**config.mk**
```make
export PLATFORM = sky130hd
export DESIGN_NAME = ieb_top
export DESIGN_NICKNAME = d
export VERILOG_FILES = /design/src/common/ieb_pkg.sv /design/src/design/ieb_flag_bank.sv /design/src/design/ieb_top.sv
export SDC_FILE = /design/constraint.sdc
export NUM_CORES = 1
export LEC_CHECK = 0
export ABC_AREA = 1
export BUFFER_PORTS_ARGS = -buffer_cell sky130_fd_sc_hd__buf_2
export CORE_ASPECT_RATIO = 0.5
export CORE_MARGIN = 10
export CORE_UTILIZATION = 30
export CTS_CLUSTER_DIAMETER = 100
export DETAILED_ROUTE_END_ITERATION = 16
export PLACE_DENSITY = 0.54
export SLEW_MARGIN = 20
export SYNTH_ARGS = -nofsm -noshare
export SYNTH_HDL_FRONTEND = slang
export SYNTH_SLANG_ARGS = --single-unit
export TNS_END_PERCENT = 50
```
**constraint.sdc**
```tcl
create_clock -name hclk -period 3.6 [get_ports hclk]
set_clock_uncertainty 0.1 [all_clocks]
set_input_delay 0.72 -clock hclk [delete_from_list [all_inputs] [get_ports hclk]]
set_output_delay 0.72 -clock hclk [all_outputs]
set_load 0.01 [all_outputs]
```
**src/common/ieb_pkg.sv**
```systemverilog
// shared constants and types for the interrupt enable bank
package ieb_pkg;

	// ---------------------------------------------------------------
	// geometry and carriers
	// ---------------------------------------------------------------
	localparam int NUM_BANKS = 4;
	localparam int BANK_W    = 16;

	typedef logic [NUM_BANKS-1:0][BANK_W-1:0] ieb_bank_vec_t;

	// captured ahb address phase
	typedef struct packed {
		logic       valid;
		logic       write;
		logic [2:0] index;
	} ieb_aphase_t;

	// ---------------------------------------------------------------
	// register map, byte addresses
	// ---------------------------------------------------------------
	localparam logic [7:0] OFS_INT_ENABLE_BANK1 = 8'h00;
	localparam logic [7:0] OFS_INT_ENABLE_BANK2 = 8'h04;
	localparam logic [7:0] OFS_INT_ENABLE_BANK3 = 8'h08;
	localparam logic [7:0] OFS_INT_ENABLE_BANK4 = 8'h0C;
	localparam logic [7:0] OFS_INT_FLAG_BANK1   = 8'h10;
	localparam logic [7:0] OFS_INT_FLAG_BANK2   = 8'h14;
	localparam logic [7:0] OFS_INT_FLAG_BANK3   = 8'h18;
	localparam logic [7:0] OFS_INT_FLAG_BANK4   = 8'h1C;
	localparam int         MAP_TOP_BIT          = 5;
	localparam logic [15:0] RST_BANK            = 16'h0000;

	// ---------------------------------------------------------------
	// field positions, bank 1
	// ---------------------------------------------------------------
	localparam int BIT_UART_B_TX_EN      = 15;
	localparam int BIT_UART_B_RX_EN      = 14;
	localparam int BIT_EXT_IRQ_B_EN      = 13;
	localparam int BIT_TIMER_FIVE_EN     = 12;
	localparam int BIT_TIMER_FOUR_EN     = 11;
	localparam int BIT_OUT_CMP_FOUR_EN   = 10;
	localparam int BIT_OUT_CMP_THREE_EN  = 9;
	localparam int BIT_DMA_CH_B_DONE_EN  = 8;
	localparam int BIT_IN_CAP_EIGHT_EN   = 7;
	localparam int BIT_IN_CAP_SEVEN_EN   = 6;
	localparam int BIT_EXT_IRQ_A_EN      = 4;
	localparam int BIT_CHANGE_NOTIFY_EN  = 3;
	localparam int BIT_COMPARATOR_EN     = 2;
	localparam int BIT_I2C_MASTER_EVT_EN = 1;
	localparam int BIT_I2C_SLAVE_EVT_EN  = 0;

	// field positions, banks 2 to 4
	localparam int BIT_DMA_CH_D_DONE_EN  = 14;
	localparam int BIT_PAR_MASTER_PORT_EN = 13;
	localparam int BIT_DMA_CH_C_DONE_EN  = 4;
	localparam int BIT_CAN_EVENT_EN      = 3;
	localparam int BIT_CAN_RX_READY_EN   = 2;
	localparam int BIT_SPI_B_EVENT_EN    = 1;
	localparam int BIT_SPI_B_ERROR_EN    = 0;
	localparam int BIT_RTC_CALENDAR_EN   = 14;
	localparam int BIT_DMA_CH_E_DONE_EN  = 13;
	localparam int BIT_CAN_TX_EN         = 6;
	localparam int BIT_DMA_CH_G_DONE_EN  = 5;
	localparam int BIT_DMA_CH_F_DONE_EN  = 4;
	localparam int BIT_CHECKSUM_GEN_EN   = 3;
	localparam int BIT_UART_B_ERROR_EN   = 2;
	localparam int BIT_UART_A_ERROR_EN   = 1;

	// ---------------------------------------------------------------
	// implemented and can-only bit masks
	// ---------------------------------------------------------------
	localparam logic [15:0] IMPL_BANK1 = 16'((1 << BIT_UART_B_TX_EN) | (1 << BIT_UART_B_RX_EN) |
		(1 << BIT_EXT_IRQ_B_EN) | (1 << BIT_TIMER_FIVE_EN) | (1 << BIT_TIMER_FOUR_EN) |
		(1 << BIT_OUT_CMP_FOUR_EN) | (1 << BIT_OUT_CMP_THREE_EN) | (1 << BIT_DMA_CH_B_DONE_EN) |
		(1 << BIT_IN_CAP_EIGHT_EN) | (1 << BIT_IN_CAP_SEVEN_EN) | (1 << BIT_EXT_IRQ_A_EN) |
		(1 << BIT_CHANGE_NOTIFY_EN) | (1 << BIT_COMPARATOR_EN) | (1 << BIT_I2C_MASTER_EVT_EN) |
		(1 << BIT_I2C_SLAVE_EVT_EN));
	localparam logic [15:0] IMPL_BANK2 = 16'((1 << BIT_DMA_CH_D_DONE_EN) | (1 << BIT_PAR_MASTER_PORT_EN) |
		(1 << BIT_DMA_CH_C_DONE_EN) | (1 << BIT_CAN_EVENT_EN) | (1 << BIT_CAN_RX_READY_EN) |
		(1 << BIT_SPI_B_EVENT_EN) | (1 << BIT_SPI_B_ERROR_EN));
	localparam logic [15:0] IMPL_BANK3 = 16'((1 << BIT_RTC_CALENDAR_EN) | (1 << BIT_DMA_CH_E_DONE_EN));
	localparam logic [15:0] IMPL_BANK4 = 16'((1 << BIT_CAN_TX_EN) | (1 << BIT_DMA_CH_G_DONE_EN) |
		(1 << BIT_DMA_CH_F_DONE_EN) | (1 << BIT_CHECKSUM_GEN_EN) | (1 << BIT_UART_B_ERROR_EN) |
		(1 << BIT_UART_A_ERROR_EN));
	localparam logic [15:0] CAN_BANK2  = 16'((1 << BIT_CAN_EVENT_EN) | (1 << BIT_CAN_RX_READY_EN));
	localparam logic [15:0] CAN_BANK4  = 16'(1 << BIT_CAN_TX_EN);
	localparam ieb_bank_vec_t IMPL_MASK = {IMPL_BANK4, IMPL_BANK3, IMPL_BANK2, IMPL_BANK1};
	localparam ieb_bank_vec_t CAN_MASK  = {CAN_BANK4, RST_BANK, CAN_BANK2, RST_BANK};

	// ---------------------------------------------------------------
	// ahb-lite encodings
	// ---------------------------------------------------------------
	localparam logic [1:0] HTRANS_NONSEQ = 2'h2;
	localparam logic [2:0] HSIZE_WORD    = 3'h2;
	localparam logic       HRESP_OKAY    = 1'h0;

endpackage : ieb_pkg

```
**src/design/ieb_flag_bank.sv**
```systemverilog
// sticky request flags of one sixteen-bit bank
`timescale 1ns/1ps

module ieb_flag_bank #(
	parameter logic [15:0] IMPL = 16'hFFFF
) (
	// clock and reset
	input  wire logic        hclk,
	input  wire logic        hresetn,
	// set by sources, cleared by software
	input  wire logic [15:0] set_vec,
	input  wire logic [15:0] clr_vec,
	// flag state
	output logic      [15:0] flag_next,
	output logic      [15:0] flag_q
);

	// ---------------------------------------------------------------
	// one flop per implemented bit
	// ---------------------------------------------------------------
	genvar i;
	generate
		for (i = 0; i < 16; i++) begin : g_bit
			if (IMPL[i]) begin : g_impl
				logic bit_reg;
				// a set in the clearing cycle wins
				assign flag_next[i] = set_vec[i] | (bit_reg & ~clr_vec[i]);
				always_ff @(posedge hclk or negedge hresetn) begin
					if (!hresetn) begin
						bit_reg <= 1'b0;
					end else begin
						bit_reg <= flag_next[i];
					end
				end
				assign flag_q[i] = bit_reg;
			end else begin : g_none
				// absent source reads zero
				assign flag_next[i] = 1'b0;
				assign flag_q[i]    = 1'b0;
			end
		end
	endgenerate
endmodule : ieb_flag_bank

```
**src/design/ieb_top.sv**
```systemverilog
// interrupt enable bank with sticky flags behind an ahb-lite slave
//
// Chosen here: the register offsets and register access over AHB-Lite.
`timescale 1ns/1ps

// Functional notes
// - enable bit one passes its source's request, zero holds it back
// - unimplemented bits read zero and ignore writes
// - bank1 bits 15..8: uart b tx/rx, ext irq b, timers, compares, dma b
// - bank1 bits 7,6 input captures; bit 5 absent; bits 4..0 listed sources
// - bank2 bits 14,13 dma d and parallel port; bits 4..0 listed sources
// - bank3 bit 14 rtc calendar, bit 13 dma e; rest absent
// - bank4 bits 6..1 can tx, dma g/f, checksum, uart errors; rest absent
// - without can controller the can enables stay disabled
// - each source sets its own flag; flag reads zero otherwise
module ieb_top #(
	parameter int CAN_PRESENT = 1
) (
	// clock and reset
	input  wire logic                  hclk,
	input  wire logic                  hresetn,
	// ahb-lite slave
	input  wire logic                  hsel,
	input  wire logic [31:0]           haddr,
	input  wire logic [1:0]            htrans,
	input  wire logic                  hwrite,
	input  wire logic [2:0]            hsize,
	input  wire logic                  hready,
	input  wire logic [31:0]           hwdata,
	output logic      [31:0]           hrdata,
	output logic                       hreadyout,
	output logic                       hresp,
	// peripheral requests in, gated requests out
	input  wire ieb_pkg::ieb_bank_vec_t src_req,
	output ieb_pkg::ieb_bank_vec_t     fwd_req,
	output logic                       irq
);

	// ---------------------------------------------------------------
	// parameter check
	// ---------------------------------------------------------------
	generate
		if (CAN_PRESENT != 0 && CAN_PRESENT != 1) begin : g_bad_param
			$error("CAN_PRESENT must be 0 or 1");
		end
		// decode assumes four sixteen-bit banks behind a three-bit index
		if (ieb_pkg::NUM_BANKS != 4 || ieb_pkg::BANK_W != 16) begin : g_bad_geom
			$error("bank geometry must be four banks of sixteen bits");
		end
	endgenerate

	// ---------------------------------------------------------------
	// state
	// ---------------------------------------------------------------
	// address phase capture
	ieb_pkg::ieb_aphase_t   ap_reg;
	ieb_pkg::ieb_aphase_t   ap_next;
	// enable, flag and forwarding state
	ieb_pkg::ieb_bank_vec_t en_reg;
	ieb_pkg::ieb_bank_vec_t en_next;
	ieb_pkg::ieb_bank_vec_t wmask;
	ieb_pkg::ieb_bank_vec_t clr_vec;
	ieb_pkg::ieb_bank_vec_t flag_q;
	ieb_pkg::ieb_bank_vec_t flag_nx;
	ieb_pkg::ieb_bank_vec_t fwd_reg;
	ieb_pkg::ieb_bank_vec_t fwd_next;
	// registered bus answer and interrupt line
	logic [31:0]            hrdata_reg;
	logic [31:0]            hrdata_next;
	logic                   hreadyout_reg;
	logic                   hresp_reg;
	logic                   irq_reg;
	logic                   irq_next;
	// decode terms
	logic                   a_take;
	logic                   a_mapped;
	logic                   d_write;
	logic                   d_is_flag;
	logic [1:0]             d_bank;
	logic [3:0]             wr_en_bank;
	logic [3:0]             wr_flag_bank;

	// ---------------------------------------------------------------
	// address phase decode
	// ---------------------------------------------------------------
	// only whole-word nonseq transfers are taken; others see okay and no effect
	always_comb begin
		a_take   = hsel && hready && (htrans == ieb_pkg::HTRANS_NONSEQ) && (hsize == ieb_pkg::HSIZE_WORD);
		a_mapped = (haddr[31:ieb_pkg::MAP_TOP_BIT] == '0) && (haddr[1:0] == 2'h0);
		ap_next.valid = a_take && a_mapped;
		ap_next.write = hwrite;
		ap_next.index = haddr[4:2];
	end

	// ---------------------------------------------------------------
	// data phase write strobes
	// ---------------------------------------------------------------
	// index bit 2 picks flag banks, bits 1:0 the bank
	always_comb begin
		d_write   = ap_reg.valid && ap_reg.write;
		d_is_flag = ap_reg.index[2];
		d_bank    = ap_reg.index[1:0];
		for (int k = 0; k < ieb_pkg::NUM_BANKS; k++) begin
			wr_en_bank[k]   = d_write && !d_is_flag && (d_bank == 2'(k));
			wr_flag_bank[k] = d_write && d_is_flag && (d_bank == 2'(k));
		end
	end

	// ---------------------------------------------------------------
	// enable registers
	// ---------------------------------------------------------------
	// writable mask drops absent bits and, without can, the can bits
	always_comb begin
		for (int k = 0; k < ieb_pkg::NUM_BANKS; k++) begin
			if (CAN_PRESENT == 1) begin
				wmask[k] = ieb_pkg::IMPL_MASK[k];
			end else begin
				wmask[k] = ieb_pkg::IMPL_MASK[k] & ~ieb_pkg::CAN_MASK[k];
			end
			if (wr_en_bank[k]) begin
				en_next[k] = hwdata[15:0] & wmask[k];
			end else begin
				en_next[k] = en_reg[k];
			end
		end
	end

	// ---------------------------------------------------------------
	// flag banks, write one to clear
	// ---------------------------------------------------------------
	always_comb begin
		for (int k = 0; k < ieb_pkg::NUM_BANKS; k++) begin
			clr_vec[k] = wr_flag_bank[k] ? hwdata[15:0] : ieb_pkg::RST_BANK;
		end
	end

	genvar b;
	generate
		for (b = 0; b < ieb_pkg::NUM_BANKS; b++) begin : g_bank
			ieb_flag_bank #(
				.IMPL      (ieb_pkg::IMPL_MASK[b])
			) u_flags (
				.hclk      (hclk),
				.hresetn   (hresetn),
				.set_vec   (src_req[b]),
				.clr_vec   (clr_vec[b]),
				.flag_next (flag_nx[b]),
				.flag_q    (flag_q[b])
			);
		end
	endgenerate

	// ---------------------------------------------------------------
	// gating and interrupt line
	// ---------------------------------------------------------------
	always_comb begin
		fwd_next = flag_q & en_reg;
		irq_next = |fwd_next;
	end

	// ---------------------------------------------------------------
	// read data
	// ---------------------------------------------------------------
	// next values are read so a write in the data phase is seen at once
	always_comb begin
		hrdata_next = 32'h0000_0000;
		if (ap_next.valid && !hwrite) begin
			if (haddr[4]) begin
				hrdata_next = {16'h0000, flag_nx[haddr[3:2]]};
			end else begin
				hrdata_next = {16'h0000, en_next[haddr[3:2]]};
			end
		end
	end

	// ---------------------------------------------------------------
	// registers
	// ---------------------------------------------------------------
	// bus side: captured address phase and the registered answer
	always_ff @(posedge hclk or negedge hresetn) begin
		if (!hresetn) begin
			ap_reg        <= '0;
			hrdata_reg    <= 32'h0000_0000;
			hreadyout_reg <= 1'b1;
			hresp_reg     <= ieb_pkg::HRESP_OKAY;
		end else begin
			ap_reg        <= ap_next;
			hrdata_reg    <= hrdata_next;
			hreadyout_reg <= 1'b1; // zero wait states
			hresp_reg     <= ieb_pkg::HRESP_OKAY;
		end
	end

	// enable storage
	always_ff @(posedge hclk or negedge hresetn) begin
		if (!hresetn) begin
			en_reg <= {ieb_pkg::NUM_BANKS{ieb_pkg::RST_BANK}};
		end else begin
			en_reg <= en_next;
		end
	end

	// gated requests and interrupt line
	always_ff @(posedge hclk or negedge hresetn) begin
		if (!hresetn) begin
			fwd_reg <= '0;
			irq_reg <= 1'b0;
		end else begin
			fwd_reg <= fwd_next;
			irq_reg <= irq_next;
		end
	end

	// outputs straight from their flops
	assign hrdata    = hrdata_reg;
	assign hreadyout = hreadyout_reg;
	assign hresp     = hresp_reg;
	assign fwd_req   = fwd_reg;
	assign irq       = irq_reg;
endmodule : ieb_top

```
# Word level (Yosys, flattened, before mapping)
# Index checks and enable logic that the tools add are counted.
dict set report word_totals {
  regBits 196
  latchBits 0
  ram_bits 0
  mem_bits_ro 0
  output_inout_bits 99
  mem_count 0
}
dict set report classes {
  addsub 0
  mul 0
  div 0
  magnitude_cmp 1
  eq_ne 5
  n_shift 0
  mux 14
  bitwise_logic 91
  n_reduce_logical 23
}
# operator n
set ops {}
lappend ops {{$mux W16} 8}
lappend ops {{$and A55 B64 Y64} 1}
lappend ops {{$bmux W16 S2} 2}
lappend ops {{$reduce_or A64 Y1} 1}
lappend ops {{$mux W32} 1}
lappend ops {{$and A1 B1 Y1} 30}
lappend ops {{$mux W15} 2}
lappend ops {{$not A1 Y1} 30}
lappend ops {{$or A1 B1 Y1} 30}
lappend ops {{$logic_not A27 Y1} 1}
lappend ops {{$logic_and A1 B1 Y1} 17}
lappend ops {{$mux W7} 1}
lappend ops {{$eq A2 B2 Y1 const B} 3}
lappend ops {{$logic_not A2 Y1} 2}
lappend ops {{$eq A3 B2 Y1 const B} 1}
lappend ops {{$lt A2 B3 Y1 const B} 1}
lappend ops {{$eq A2 B1 Y1 const B} 1}
lappend ops {{$logic_not A1 Y1} 2}

# Logic depth before layout (Yosys ltp)
# Gate-level depths: netlist (run 1).
dict set report logic_depth {
  depth_word 11
  ltp_mapped 11
  mapped_depth_nobuf 11
}

# By module
# A second synthesis (run 1) with hierarchy kept.
dict set report hier_totals {
  hier_cells 1207
  hier_area_um2 9267.6
}
# module n_inst cells_each area_each_um2 seq_area_each_um2
set modules_own_cells {}
lappend modules_own_cells {ieb_top 1 955 7315.8 3753.6}
lappend modules_own_cells {{ieb_flag_bank (g_bank[0].u_flags)} 1 93 732.0 375.4}
lappend modules_own_cells {{ieb_flag_bank (g_bank[1].u_flags)} 1 61 471.7 175.2}
lappend modules_own_cells {{ieb_flag_bank (g_bank[3].u_flags)} 1 57 439.2 150.1}
lappend modules_own_cells {{ieb_flag_bank (g_bank[2].u_flags)} 1 41 309.0 50.0}

# Worst setup path before layout (run 1)
# OpenSTA, ideal clock, no wires.
dict set report synth_timing {
  path_type {input port to flip-flop}
  start {input haddr[2]}
  end {register hrdata_reg[2], in the netlist hrdata[2]}
  setup_time_ps 118
  arrival_time_ps 1733
  required_time_ps 3382
  path_slack_ps 1650
  stages 8
  n_path_buf 2
  path_cell_list {clkbuf_2 -> nor2_2 -> clkbuf_1 -> nand3_1 -> nand2_1 -> inv_1 -> a21oi_1 -> nor2_1}
}
dict set report synth_via {
  elab_chain_len 4
  word_cells_on_any_way 6
}
# item line_no
set synth_rtl {}
lappend synth_rtl {{start, declared} ieb_top.sv:24} ;# input wire logic [31:0] haddr,
lappend synth_rtl {{$bmux W16 S2, on equally long branches} {ieb_top.sv:171, ieb_top.sv:169}}
lappend synth_rtl {{$mux W16, on equally long branches} {ieb_top.sv:171, ieb_top.sv:169}}
lappend synth_rtl {{$mux W16 *} ieb_top.sv:168} ;# if (haddr[4]) begin
lappend synth_rtl {{$mux W32 *} ieb_top.sv:167} ;# if (ap_next.valid && !hwrite) begin
lappend synth_rtl {{net hrdata_next[2]} ieb_top.sv:69} ;# logic [31:0] hrdata_next;
lappend synth_rtl {{end signal, assigned} ieb_top.sv:188} ;# hrdata_reg <= hrdata_next;
lappend synth_rtl {{end, declared} ieb_top.sv:68} ;# logic [31:0] hrdata_reg;
# Mark *: on every way through the listed nets, which the timed path passes. The rest lies on a longest branch. The select of a mux whose other input is x is not followed.

# Final worst setup path (run 1)
dict set report layout_timing {
  start {register ap_reg[0] (netlist name)}
  end {register hrdata_reg[14], in the netlist hrdata[14]}
}
dict set report layout_via {
  elab_chain_len 10
  word_cells_on_any_way 33
}
# item line_no
set layout_rtl {}
lappend layout_rtl {{start, declared} ieb_top.sv:56} ;# ieb_pkg::ieb_aphase_t ap_reg;
lappend layout_rtl {{start signal, assigned} ieb_top.sv:187} ;# ap_reg <= ap_next;
lappend layout_rtl {{$eq A2 B1 Y1 (tied with other cells)} {ieb_top.sv:104, ieb_top.sv:105}}
lappend layout_rtl {{$logic_and A1 B1 Y1} ieb_top.sv:105} ;# wr_flag_bank[k] = d_write && d_is_flag && (d_bank == 2'(k));
lappend layout_rtl {{$mux W15 or $mux W16 (tied branches)} ieb_top.sv:133} ;# clr_vec[k] = wr_flag_bank[k] ? hwdata[15:0] : ieb_pkg::RST_BANK;
lappend layout_rtl {{$not A1 Y1} ieb_flag_bank.sv:27} ;# assign flag_next[i] = set_vec[i] | (bit_reg & ~clr_vec[i]);
lappend layout_rtl {{$and A1 B1 Y1} ieb_flag_bank.sv:27}
lappend layout_rtl {{$or A1 B1 Y1} ieb_flag_bank.sv:27}
lappend layout_rtl {{$bmux W16 S2} ieb_top.sv:169} ;# hrdata_next = {16'h0000, flag_nx[haddr[3:2]]};
lappend layout_rtl {{$mux W16 (implied by the code)} ieb_top.sv:169}
lappend layout_rtl {{$mux W16 *} ieb_top.sv:168}
lappend layout_rtl {{$mux W32 *} ieb_top.sv:167}
lappend layout_rtl {{net hrdata_next[14]} ieb_top.sv:69}
# Marks and branches as above.

==> summary.txt, run 1 <==
Logic synthesis
  • EDFF count, synth: 0
  • Register area share after synthesis: 53.98%
  • Most common flop cell mapped by yosys: dfrtp_1
  • Syn. warnings: 0
  • #FFs+latches synth: 146
  • Mapped cell area: 6768 um2
  • Synthesized area per cell: 8.203 um2
  • Post-synth cell types: 28
  • Post-synthesis cell count: 825
  • Async set-reset flop share out of synthesis: 100.0%

Global routing
  • Vias in the first global route: 5588
  • Remaining global-route overflow: 0
  • Global-route wire length before repair: 30550 um
  • Antenna violations before repair: 0
  • Total GRT Usage: 13.41%
  • Largest net degree at the start of global routing: 68

CTS
  • Clock Pin Slew Worst Setup and Hold Paths: 0.06 ns
  • Cts repair resizes: 0
  • Post-CTS Hold Buffers: 0
  • Clock sinks: 146
  • Root Buffer: clkbuf_16
  • Total CTS buffers: 17
  • CTS tree: done
  • Clk buf depth: 2
  • H-tree levels: 4
  • Worst skew pair latency: 0.42 ns
  • Post-CTS Setup Inserts: 0

Timing
  • Max Fclk: 0.4532 GHz
  • Final WS setup: 1.393 ns
  • Final period utilization: 61.30%
  • Final Critical Period: 2.207 ns
  • Slew HR: 42.52%
  • RSZ-0062 raised after global routing: false
  • Setup TNS: 0 ns
  • Fin. Hold Viols: 0
  • Endpoints failing setup: 0
  • Worst slew pin tran: 0.8613 ns
  • Fin. max-slew vios: 0

Finish
  • Max reg flops: 64
  • Area Overhead vs Synth: 20.93%
  • Ant. Diodes: 0
  • Nets: 1098
  • Share of cells above drive strength 1: 20.55%

Setup path
  • CP Max Fanout: 17
  • Slack of the worst reg-to-reg path: 1.39 ns
  • Worst setup EP type: flip-flop
  • Crit. Startpoint: ap_reg[0]$_DFF_PN0_
  • Worst path required time: 3.81 ns
  • CP startpoint kind: flip-flop
  • Worst EP arrival: 2.42 ns
  • Reg-to-Reg Start: ap_reg[0]$_DFF_PN0_
  • Critical setup path kind: flip-flop to flip-flop

Floorplan
  • Die area: 29330 um2
  • Row count: 38
  • Core area: 21920 um2
  • Initial Util: 30.88%
  • IO Pins: 237
  • Die Wd: 232.4 um
  • Chip Height: 126.2 um

Hold path
  • Hold Path Class: primary input to async pin

Power
  • Final Power: 3.788 mW
  • Lkg Pwr: 4.341 nW
  • Worst vdd ir: 0.3482 mV
  • Pwr Density: 462.9 nW/um2

Drt
  • Vias per cell: 4.279
  • DR iter-0 viols: 394
  • DR vias: 5447
  • Post-route ant nets: 0
  • Initial DRT Pass Iterations: 5
  • Routed len/inst: 15.56 um
  • DRC violations left: 0
  • WL final: 19810 um

Placement
  • Pre-CTS WS: 1.052 ns
  • Final GP Congestion: 0.8098
  • PortBufs: 134
  • Post-detail-place hpwl: 14310 um

Status
  • Outcome: finished clean

Flow run
  • MaxCap Viol Count: 0
==> metal layers <==
layer	vias to the layer above	GRT usage, %	share of wire, %
li1	2694	-	-
met5	-	0	0
met4	0	3.554	1.3
met2	169	22.34	49
met3	17	3.451	5.3
met1	2567	16.96	44
==> placed cells by master (no fill, tap or decap), types with 4 or more instances in the layout <==
| master | Yosys | layout |
|---|---|---|
| a21oi_1 | 9 | 9 |
| buf_2 | 5 | 133 |
| buf_4 | 57 | 5 |
| bufinv_16 | 0 | 4 |
| clkbuf_16 | 0 | 17 |
| clkbuf_8 | 0 | 4 |
| conb_1 | 2 | 52 |
| dfrtp_1 | 146 | 146 |
| inv_1 | 117 | 117 |
| inv_2 | 5 | 5 |
| nand2_1 | 231 | 231 |
| nand2_2 | 6 | 6 |
| nand3_1 | 75 | 75 |
| nand4_1 | 10 | 10 |
| nor2_1 | 89 | 89 |
| nor2_4 | 4 | 4 |
| o21ai_0 | 30 | 30 |
| o21ai_1 | 7 | 7 |
| o21ai_2 | 9 | 9 |
==> worst max-delay path, cell delays in order (launching register included) <==
cell     delay, ns
dfrtp_1       0.47
inv_2         0.07
nor2_4        0.35
nand2_2       0.41
o21ai_0       0.35
nor2_1        0.09
nor2_1        0.09
nand2_1       0.06
nand2_1       0.05
nor2_1        0.05
==> synthesized netlist by cell type, types with 2 or more instances <==
| master | number | share of area [%] |
|---|---|---|
| nand2_1 | 231 | 13 |
| dfrtp_1 | 146 | 54 |
| inv_1 | 117 | 6.5 |
| nor2_1 | 89 | 4.9 |
| nand3_1 | 75 | 5.5 |
| buf_4 | 57 | 6.3 |
| o21ai_0 | 30 | 2.2 |
| nand4_1 | 10 | 0.92 |
| a21oi_1 | 9 | 0.67 |
| o21ai_2 | 9 | 1.2 |
| clkbuf_1 | 8 | 0.44 |
| o21ai_1 | 7 | 0.52 |
| nand2_2 | 6 | 0.55 |
| buf_2 | 5 | 0.37 |
| inv_2 | 5 | 0.28 |
| nor2_4 | 4 | 0.67 |
| buf_6 | 3 | 0.50 |
| nor2_2 | 3 | 0.28 |
| conb_1 | 2 | 0.11 |
==> per-stage QoR <==
step                cell area (um2)  hold slack [ns]  utilization [%]  cells
floorplan                      6955           0.3244                -    875
global placement               7543           0.3436            34.42   1241
detailed placement             7543           0.3465            34.42   1241
CTS                            8184           0.1685            37.34   1273
global route                   8184           0.1712            37.34   1273
finish                         8184           0.1469            37.34   1273
==> logic make-up after synthesis <==
| logic type | after synthesis | synth area share [%] |
|---|---|---|
| buffers and inverters | 196 | 14.48 |
| flip-flops | 146 | 53.98 |
| AO/OA/AOI/OAI | 56 | 4.677 |
| other | 2 | 0.1110 |
| AND/OR/NAND/NOR | 425 | 26.75 |
==> report_power, final <==
part / switching, mW / internal [mW] / total [mW]
clock: 0.679 / 1.23 / 1.91
combinational: 0.161 / 0.0654 / 0.227
sequential: 0.00429 / 1.64 / 1.65
==> layout make-up <==
type	instances	area, um2
clock buffer	24	491.7
sequential	146	3654
inverter	122	457.9
multi-input combinational	533	2322
fill	2275	13730
timing repair buffer	140	734.5
clock inverter	8	148.9
tap	300	375.4
==> worst paths after layout <==
path,cells past startpoint,endpoint
max in group asynchronous,2,fwd_req[16]$_DFF_PN0_
min reg2reg,2,en_reg[43]$_DFF_PN0_
min in group hclk,1,ap_reg[3]$_DFF_PN0_
max reg2reg,9,hrdata[14]$_DFF_PN0_
min,1,hrdata[14]$_DFF_PN0_
max,9,hrdata[14]$_DFF_PN0_
(Power assumes the default switching activity.)
==> run 2, diff against run 1 <==
--- a/config.mk
+++ b/config.mk
@@ -12,7 +12,7 @@
 export CORE_UTILIZATION = 30
 export CTS_CLUSTER_DIAMETER = 100
 export DETAILED_ROUTE_END_ITERATION = 16
-export PLACE_DENSITY = 0.54
+export PLACE_DENSITY = 0.56
 export SLEW_MARGIN = 20
 export SYNTH_ARGS = -nofsm -noshare
 export SYNTH_HDL_FRONTEND = slang
==> constraint.sdc (replaced) <==
create_clock -name hclk -period 1.9 [get_ports hclk]
set_clock_uncertainty 0.1 [all_clocks]
set_input_delay 0.38 -clock hclk [delete_from_list [all_inputs] [get_ports hclk]]
set_output_delay 0.38 -clock hclk [all_outputs]
set_load 0.01 [all_outputs]
==> run 2 against run 1 <==
Against the previous run:
- routed wire length is 0.72% higher
- first-iteration DRC count down 4.3%
- fmax is 26% higher
- power grew 83%
- non-clock buffer count rose by 30
- highest routed layer unchanged
- combinational power is 110% higher
- flip-flop and latch count unchanged
- via count increased by 3.0%
- hold slack worse by 0.093 ns
- largest power group unchanged
- die area unchanged
- register-to-register slack got worse by 1.2 ns
==> summary.txt, run 2 (synthesis gave the netlist of run 1 again) <==
Finish
  • Area Overhead vs Synth: 25.53%
  • # fillers: 2244
  • Most frequent cells in the layout: nand2_1 (231), dfrtp_1 (145), buf_2 (133)
  • Nets: 1128
  • Max reg flops: 64
  • Commonest non-fill, non-tap cell in the layout: nand2_1
  • Share of cells above drive strength 1: 22.83%
  • Ant. Diodes: 0

Placement
  • Post-detail-place hpwl: 15400 um
  • Final GP Congestion: 0.8413
  • PortBufs: 134

Setup path
  • Reg-to-Reg Start: ap_reg[3]$_DFF_PN0_
  • Crit. Startpoint: ap_reg[3]$_DFF_PN0_
  • Worst EP arrival: 1.96 ns
  • CP Max Fanout: 10
  • Critical setup path kind: flip-flop to flip-flop
  • Worst path required time: 2.11 ns
  • Worst setup EP type: flip-flop
  • CP startpoint kind: flip-flop

Drt
  • Vias per cell: 4.305
  • Post-route ant nets: 0
  • WL final: 19950 um
  • DR vias: 5610
  • Routed len/inst: 15.31 um
  • DRC violations left: 0
  • DR iter-0 viols: 377
  • Initial DRT Pass Iterations: 5

Power
  • Lkg Pwr: 4.516 nW
  • Pwr Density: 817.9 nW/um2
  • Final Power: 6.948 mW
  • Worst vdd ir: 0.6823 mV

Global routing
  • Total GRT Usage: 13.62%
  • Antenna violations before repair: 0
  • Global-route wire length before repair: 31440 um
  • Largest net degree at the start of global routing: 41
  • Vias in the first global route: 5881
  • Remaining global-route overflow: 0

Floorplan
  • Die area: 29330 um2
  • IO Pins: 237
  • Die Wd: 232.4 um
  • Initial Util: 30.88%
  • Row count: 38
  • Core area: 21920 um2
  • Chip Height: 126.2 um

Flow run
  • MaxCap Viol Count: 0

Timing
  • Final period utilization: 92.24%
  • Fin Hold WS: 0.05344 ns
  • Fin. Hold Viols: 0
  • Fin. max-slew vios: 0
  • Endpoints failing setup: 0
  • Final Critical Period: 1.753 ns
  • Max Fclk: 0.5706 GHz

CTS
  • Clock sinks: 146
  • Clk buf depth: 2
  • Clock Pin Slew Worst Setup and Hold Paths: 0.06 ns
  • H-tree levels: 4
  • Worst skew pair latency: 0.42 ns
  • Total CTS buffers: 17
  • Root Buffer: clkbuf_16
  • CTS tree: done

Hold path
  • Worst Min Path Start: src_req[52]
  • Hold Path Class: primary input to flip-flop

Status
  • Outcome: finished clean
-- run 2: cell count changes in the layout (fill, tap and decap cells not counted), sizes merged --
| cell | change |
|---|---|
| buf | +28 |
| bufinv | -2 |
| clkinv | +2 |
| clkinvlp | -1 |
| dlygate4sd3 | +2 |
| inv | +1 |
-- run 2: cell type report --
class	count	area [um2]	share of cell area (%)
Sequential cell	146	3655	43.02
Multi-Input combinational cell	533	2322	27.33
Timing Repair Buffer	170	1094	12.87
Clock buffer	24	491.7	5.788
Inverter	122	457.9	5.390
Tap cell	300	375.4	4.418
Clock inverter	8	100.1	1.178
-- run 2: power by group --
group	total, mW	internal (mW)	switching (mW)
Sequential	3.12	3.11	0.00857
Clock	3.34	2.07	1.27
Combinational	0.481	0.162	0.319
-- run 2: worst max-delay path, cell delays in order (launching register included) --
cell     delay (ns)
dfrtp_1        0.41
nand2_2        0.14
nor2_8         0.20
nand2_2        0.15
buf_12         0.17
nand2_1        0.08
nand2_1        0.05
nand3_1        0.14
nor2_1         0.06
nor2_1         0.08
nor2_1         0.05
-- run 2: worst paths after layout --
| path | cells past startpoint | end | slack, ns |
|---|---|---|---|
| worst max-delay path | 10 | hrdata[5]$_DFF_PN0_ | 0.15 |
| max in group asynchronous | 3 | en_reg[48]$_DFF_PN0_ | 0.77 |
| worst min register to register | 2 | en_reg[41]$_DFF_PN0_ | 0.36 |
| worst max register to register | 10 | hrdata[5]$_DFF_PN0_ | 0.15 |
| min in group asynchronous | 2 | hrdata[14]$_DFF_PN0_ | 0.35 |
| worst min-delay path | 3 | g_bank[3].u_flags.g_bit[4].g_impl.bit_reg$_DFF_PN0_ | 0.05 |
-- run 2: what timing repair did --
item	in CTS	in global routing
endpoints found under the setup margin	0	7
endpoints found under the hold margin	37	0
setup buffers	0	1
hold buffers	2	0
resized for setup	0	2
-- run 2: metal layers --
metal / GRT usage, % / vias to the layer above / wire [um]
li1: - / 2752 / -
met1: 17.50 / 2691 / 8974
met2: 22.78 / 144 / 9693
met3: 2.465 / 23 / 963
met4: 4.433 / 0 / 319
met5: 0 / - / 0
-- run 2: stage by stage --
step	instances	setup TNS, ns	worst slack, ns	utilization (%)	instance area [um2]
after floorplan	875	0	0.2896	-	6955
after global placement	1268	0	0.1644	35.85	7859
after detailed placement	1268	0	0.1435	35.85	7859
after CTS	1302	0	0.1241	38.65	8471
after global routing	1303	-0.002753	-0.002427	38.76	8496
final	1303	0	0.1474	38.76	8496
==> run 3, diff against run 2 <==
--- a/config.mk
+++ b/config.mk
@@ -12,7 +12,7 @@
 export CORE_UTILIZATION = 30
 export CTS_CLUSTER_DIAMETER = 100
 export DETAILED_ROUTE_END_ITERATION = 16
-export PLACE_DENSITY = 0.56
+export PLACE_DENSITY = 0.52
 export SLEW_MARGIN = 20
 export SYNTH_ARGS = -nofsm -noshare
 export SYNTH_HDL_FRONTEND = slang
==> run 3 against run 2 <==
Against the previous run:
- critical path depth unchanged
- global-route usage hardly changed
- clock power increased by 9.6%
- power rose by 4.5%
- combinational power shrank 1%
- via count down 1.5%
- first-iteration DRC count down 2.1%
- hold slack improved by 0.0073 ns
- cell count up 0.46%
- largest power group unchanged
==> summary.txt, run 3 (synthesis gave the netlist of run 1 again) <==
Floorplan
  • Row count: 38
  • Die Wd: 232.4 um
  • Core area: 21920 um2
  • IO Pins: 237
  • Chip Height: 126.2 um
  • Initial Util: 30.88%
  • Die area: 29330 um2

Drt
  • DR vias: 5527
  • Post-route ant nets: 0
  • Vias per cell: 4.222
  • DRC violations left: 0
  • WL final: 19800 um
  • Initial DRT Pass Iterations: 4
  • DR iter-0 viols: 369
  • Routed len/inst: 15.12 um

Placement
  • Final GP Congestion: 0.8157
  • Placed Cells incl. Taps: 1270
  • PortBufs: 134
  • Post-detail-place hpwl: 15120 um
  • Pre-CTS WS: 0.1106 ns

Setup path
  • Slack of the worst reg-to-reg path: 0.12 ns
  • Worst EP arrival: 2.01 ns
  • Capturing point of the worst reg2reg path: hrdata[2]$_DFF_PN0_
  • CP Max Fanout: 7
  • Critical setup path kind: flip-flop to flip-flop
  • Reg-to-Reg Start: ap_reg[4]$_DFF_PN0_
  • CP startpoint kind: flip-flop
  • Worst path required time: 2.13 ns
  • Worst setup EP type: flip-flop
  • Worst reg-to-reg path cell count: 10

Power
  • Final Power: 7.262 mW
  • Lkg Pwr: 4.545 nW
  • Pwr Density: 848.9 nW/um2
  • Worst vdd ir: 0.6882 mV

CTS
  • Total CTS buffers: 17
  • Worst skew pair latency: 0.42 ns
  • H-tree levels: 4
  • Clock Pin Slew Worst Setup and Hold Paths: 0.06 ns
  • CTS tree: done
  • Clk buf depth: 2
  • Root Buffer: clkbuf_16
  • Clock sinks: 146

Global routing
  • Antenna violations before repair: 0
  • Largest net degree at the start of global routing: 49
  • Global-route wire length before repair: 31390 um
  • Vias in the first global route: 5858
  • Total GRT Usage: 13.66%
  • Remaining global-route overflow: 0

Timing
  • RSZ-0062 raised after global routing: true
  • Max Fclk: 0.5626 GHz
  • Final Critical Period: 1.777 ns
  • Final WS setup: 0.1225 ns
  • Fin. Hold Viols: 0
  • Final period utilization: 93.55%
  • Endpoints failing setup: 0
  • Fin Hold WS: 0.06069 ns
  • Fin. max-slew vios: 0

Finish
  • # fillers: 2291
  • Fin cells: 1309
  • Share of cells above drive strength 1: 23.59%
  • Nets: 1134
  • Ant. Diodes: 0
  • Area Overhead vs Synth: 26.40%
  • Most frequent cells in the layout: nand2_1 (231), dfrtp_1 (145), buf_2 (133)
  • Max reg flops: 64
  • Commonest non-fill, non-tap cell in the layout: nand2_1
  • Core Util, Final: 39.03%

Status
  • Outcome: finished clean

Hold path
  • Hold Path Class: primary input to flip-flop
  • Worst Min Path Start: src_req[52]
  • Hold EP: g_bank[3].u_flags.g_bit[4].g_impl.bit_reg$_DFF_PN0_
  • Depth of the worst hold-timing path: 3

Flow run
  • MaxCap Viol Count: 0
[run 3: cell type report]
type / instances / area [um2] / area share [%]
well taps: 300 / 375.4 / 4.388
repair buffers: 176 / 1085 / 12.68
inverters: 122 / 457.9 / 5.353
flip-flops and latches: 146 / 3655 / 42.72
clock buffers: 20 / 466.7 / 5.456
multi-input cells: 533 / 2336 / 27.31
clock inverters: 12 / 178.9 / 2.092
[run 3: worst max path at each step]
stage / startpoint / to
floorplan: haddr[2] / hrdata[2]$_DFF_PN0_
global placement: ap_reg[4]$_DFF_PN0_ / hrdata[7]$_DFF_PN0_
detailed placement: ap_reg[4]$_DFF_PN0_ / hrdata[7]$_DFF_PN0_
CTS: ap_reg[4]$_DFF_PN0_ / hrdata[7]$_DFF_PN0_
global route: ap_reg[4]$_DFF_PN0_ / hrdata[0]$_DFF_PN0_
finish: ap_reg[4]$_DFF_PN0_ / hrdata[2]$_DFF_PN0_
[run 3: repair_timing]
action,in CTS,in global routing
gates resized for setup,0,6
endpoints found under the hold margin,32,0
hold buffers,2,0
setup endpoints to repair,0,6
buffers inserted,0,5
[run 3: per-stage QoR]
step,TNS (ns),instance area [um2]
after floorplan,0,6955
after global placement,0,7836
after detailed placement,0,7836
after CTS,0,8502
after global routing,-0.01139,8554
final,0,8554
[run 3: critical path, cell delays in order, from the launching register on]
cell	delay, ns
dfrtp_1	0.38
nand2_2	0.13
nor2_8	0.22
buf_4	0.16
buf_4	0.14
nand3_1	0.09
nand3_1	0.09
nand2_1	0.05
o21ai_1	0.13
nand2_1	0.07
nor2_1	0.13
[run 3: power by group]
group          switching (mW)  leakage [nW]  internal, mW
clock network            1.36         0.309          2.31
logic                   0.315          2.67         0.162
registers             0.00814          1.56          3.11
[run 3: layer usage]
layer  up-vias  track usage [%]  wire length (um)
met4         0            4.776               366
met5         -                0                 0
met1      2615            16.96              8876
met3        21            3.407               893
met2       126            22.70              9660
li1       2765                -                 -
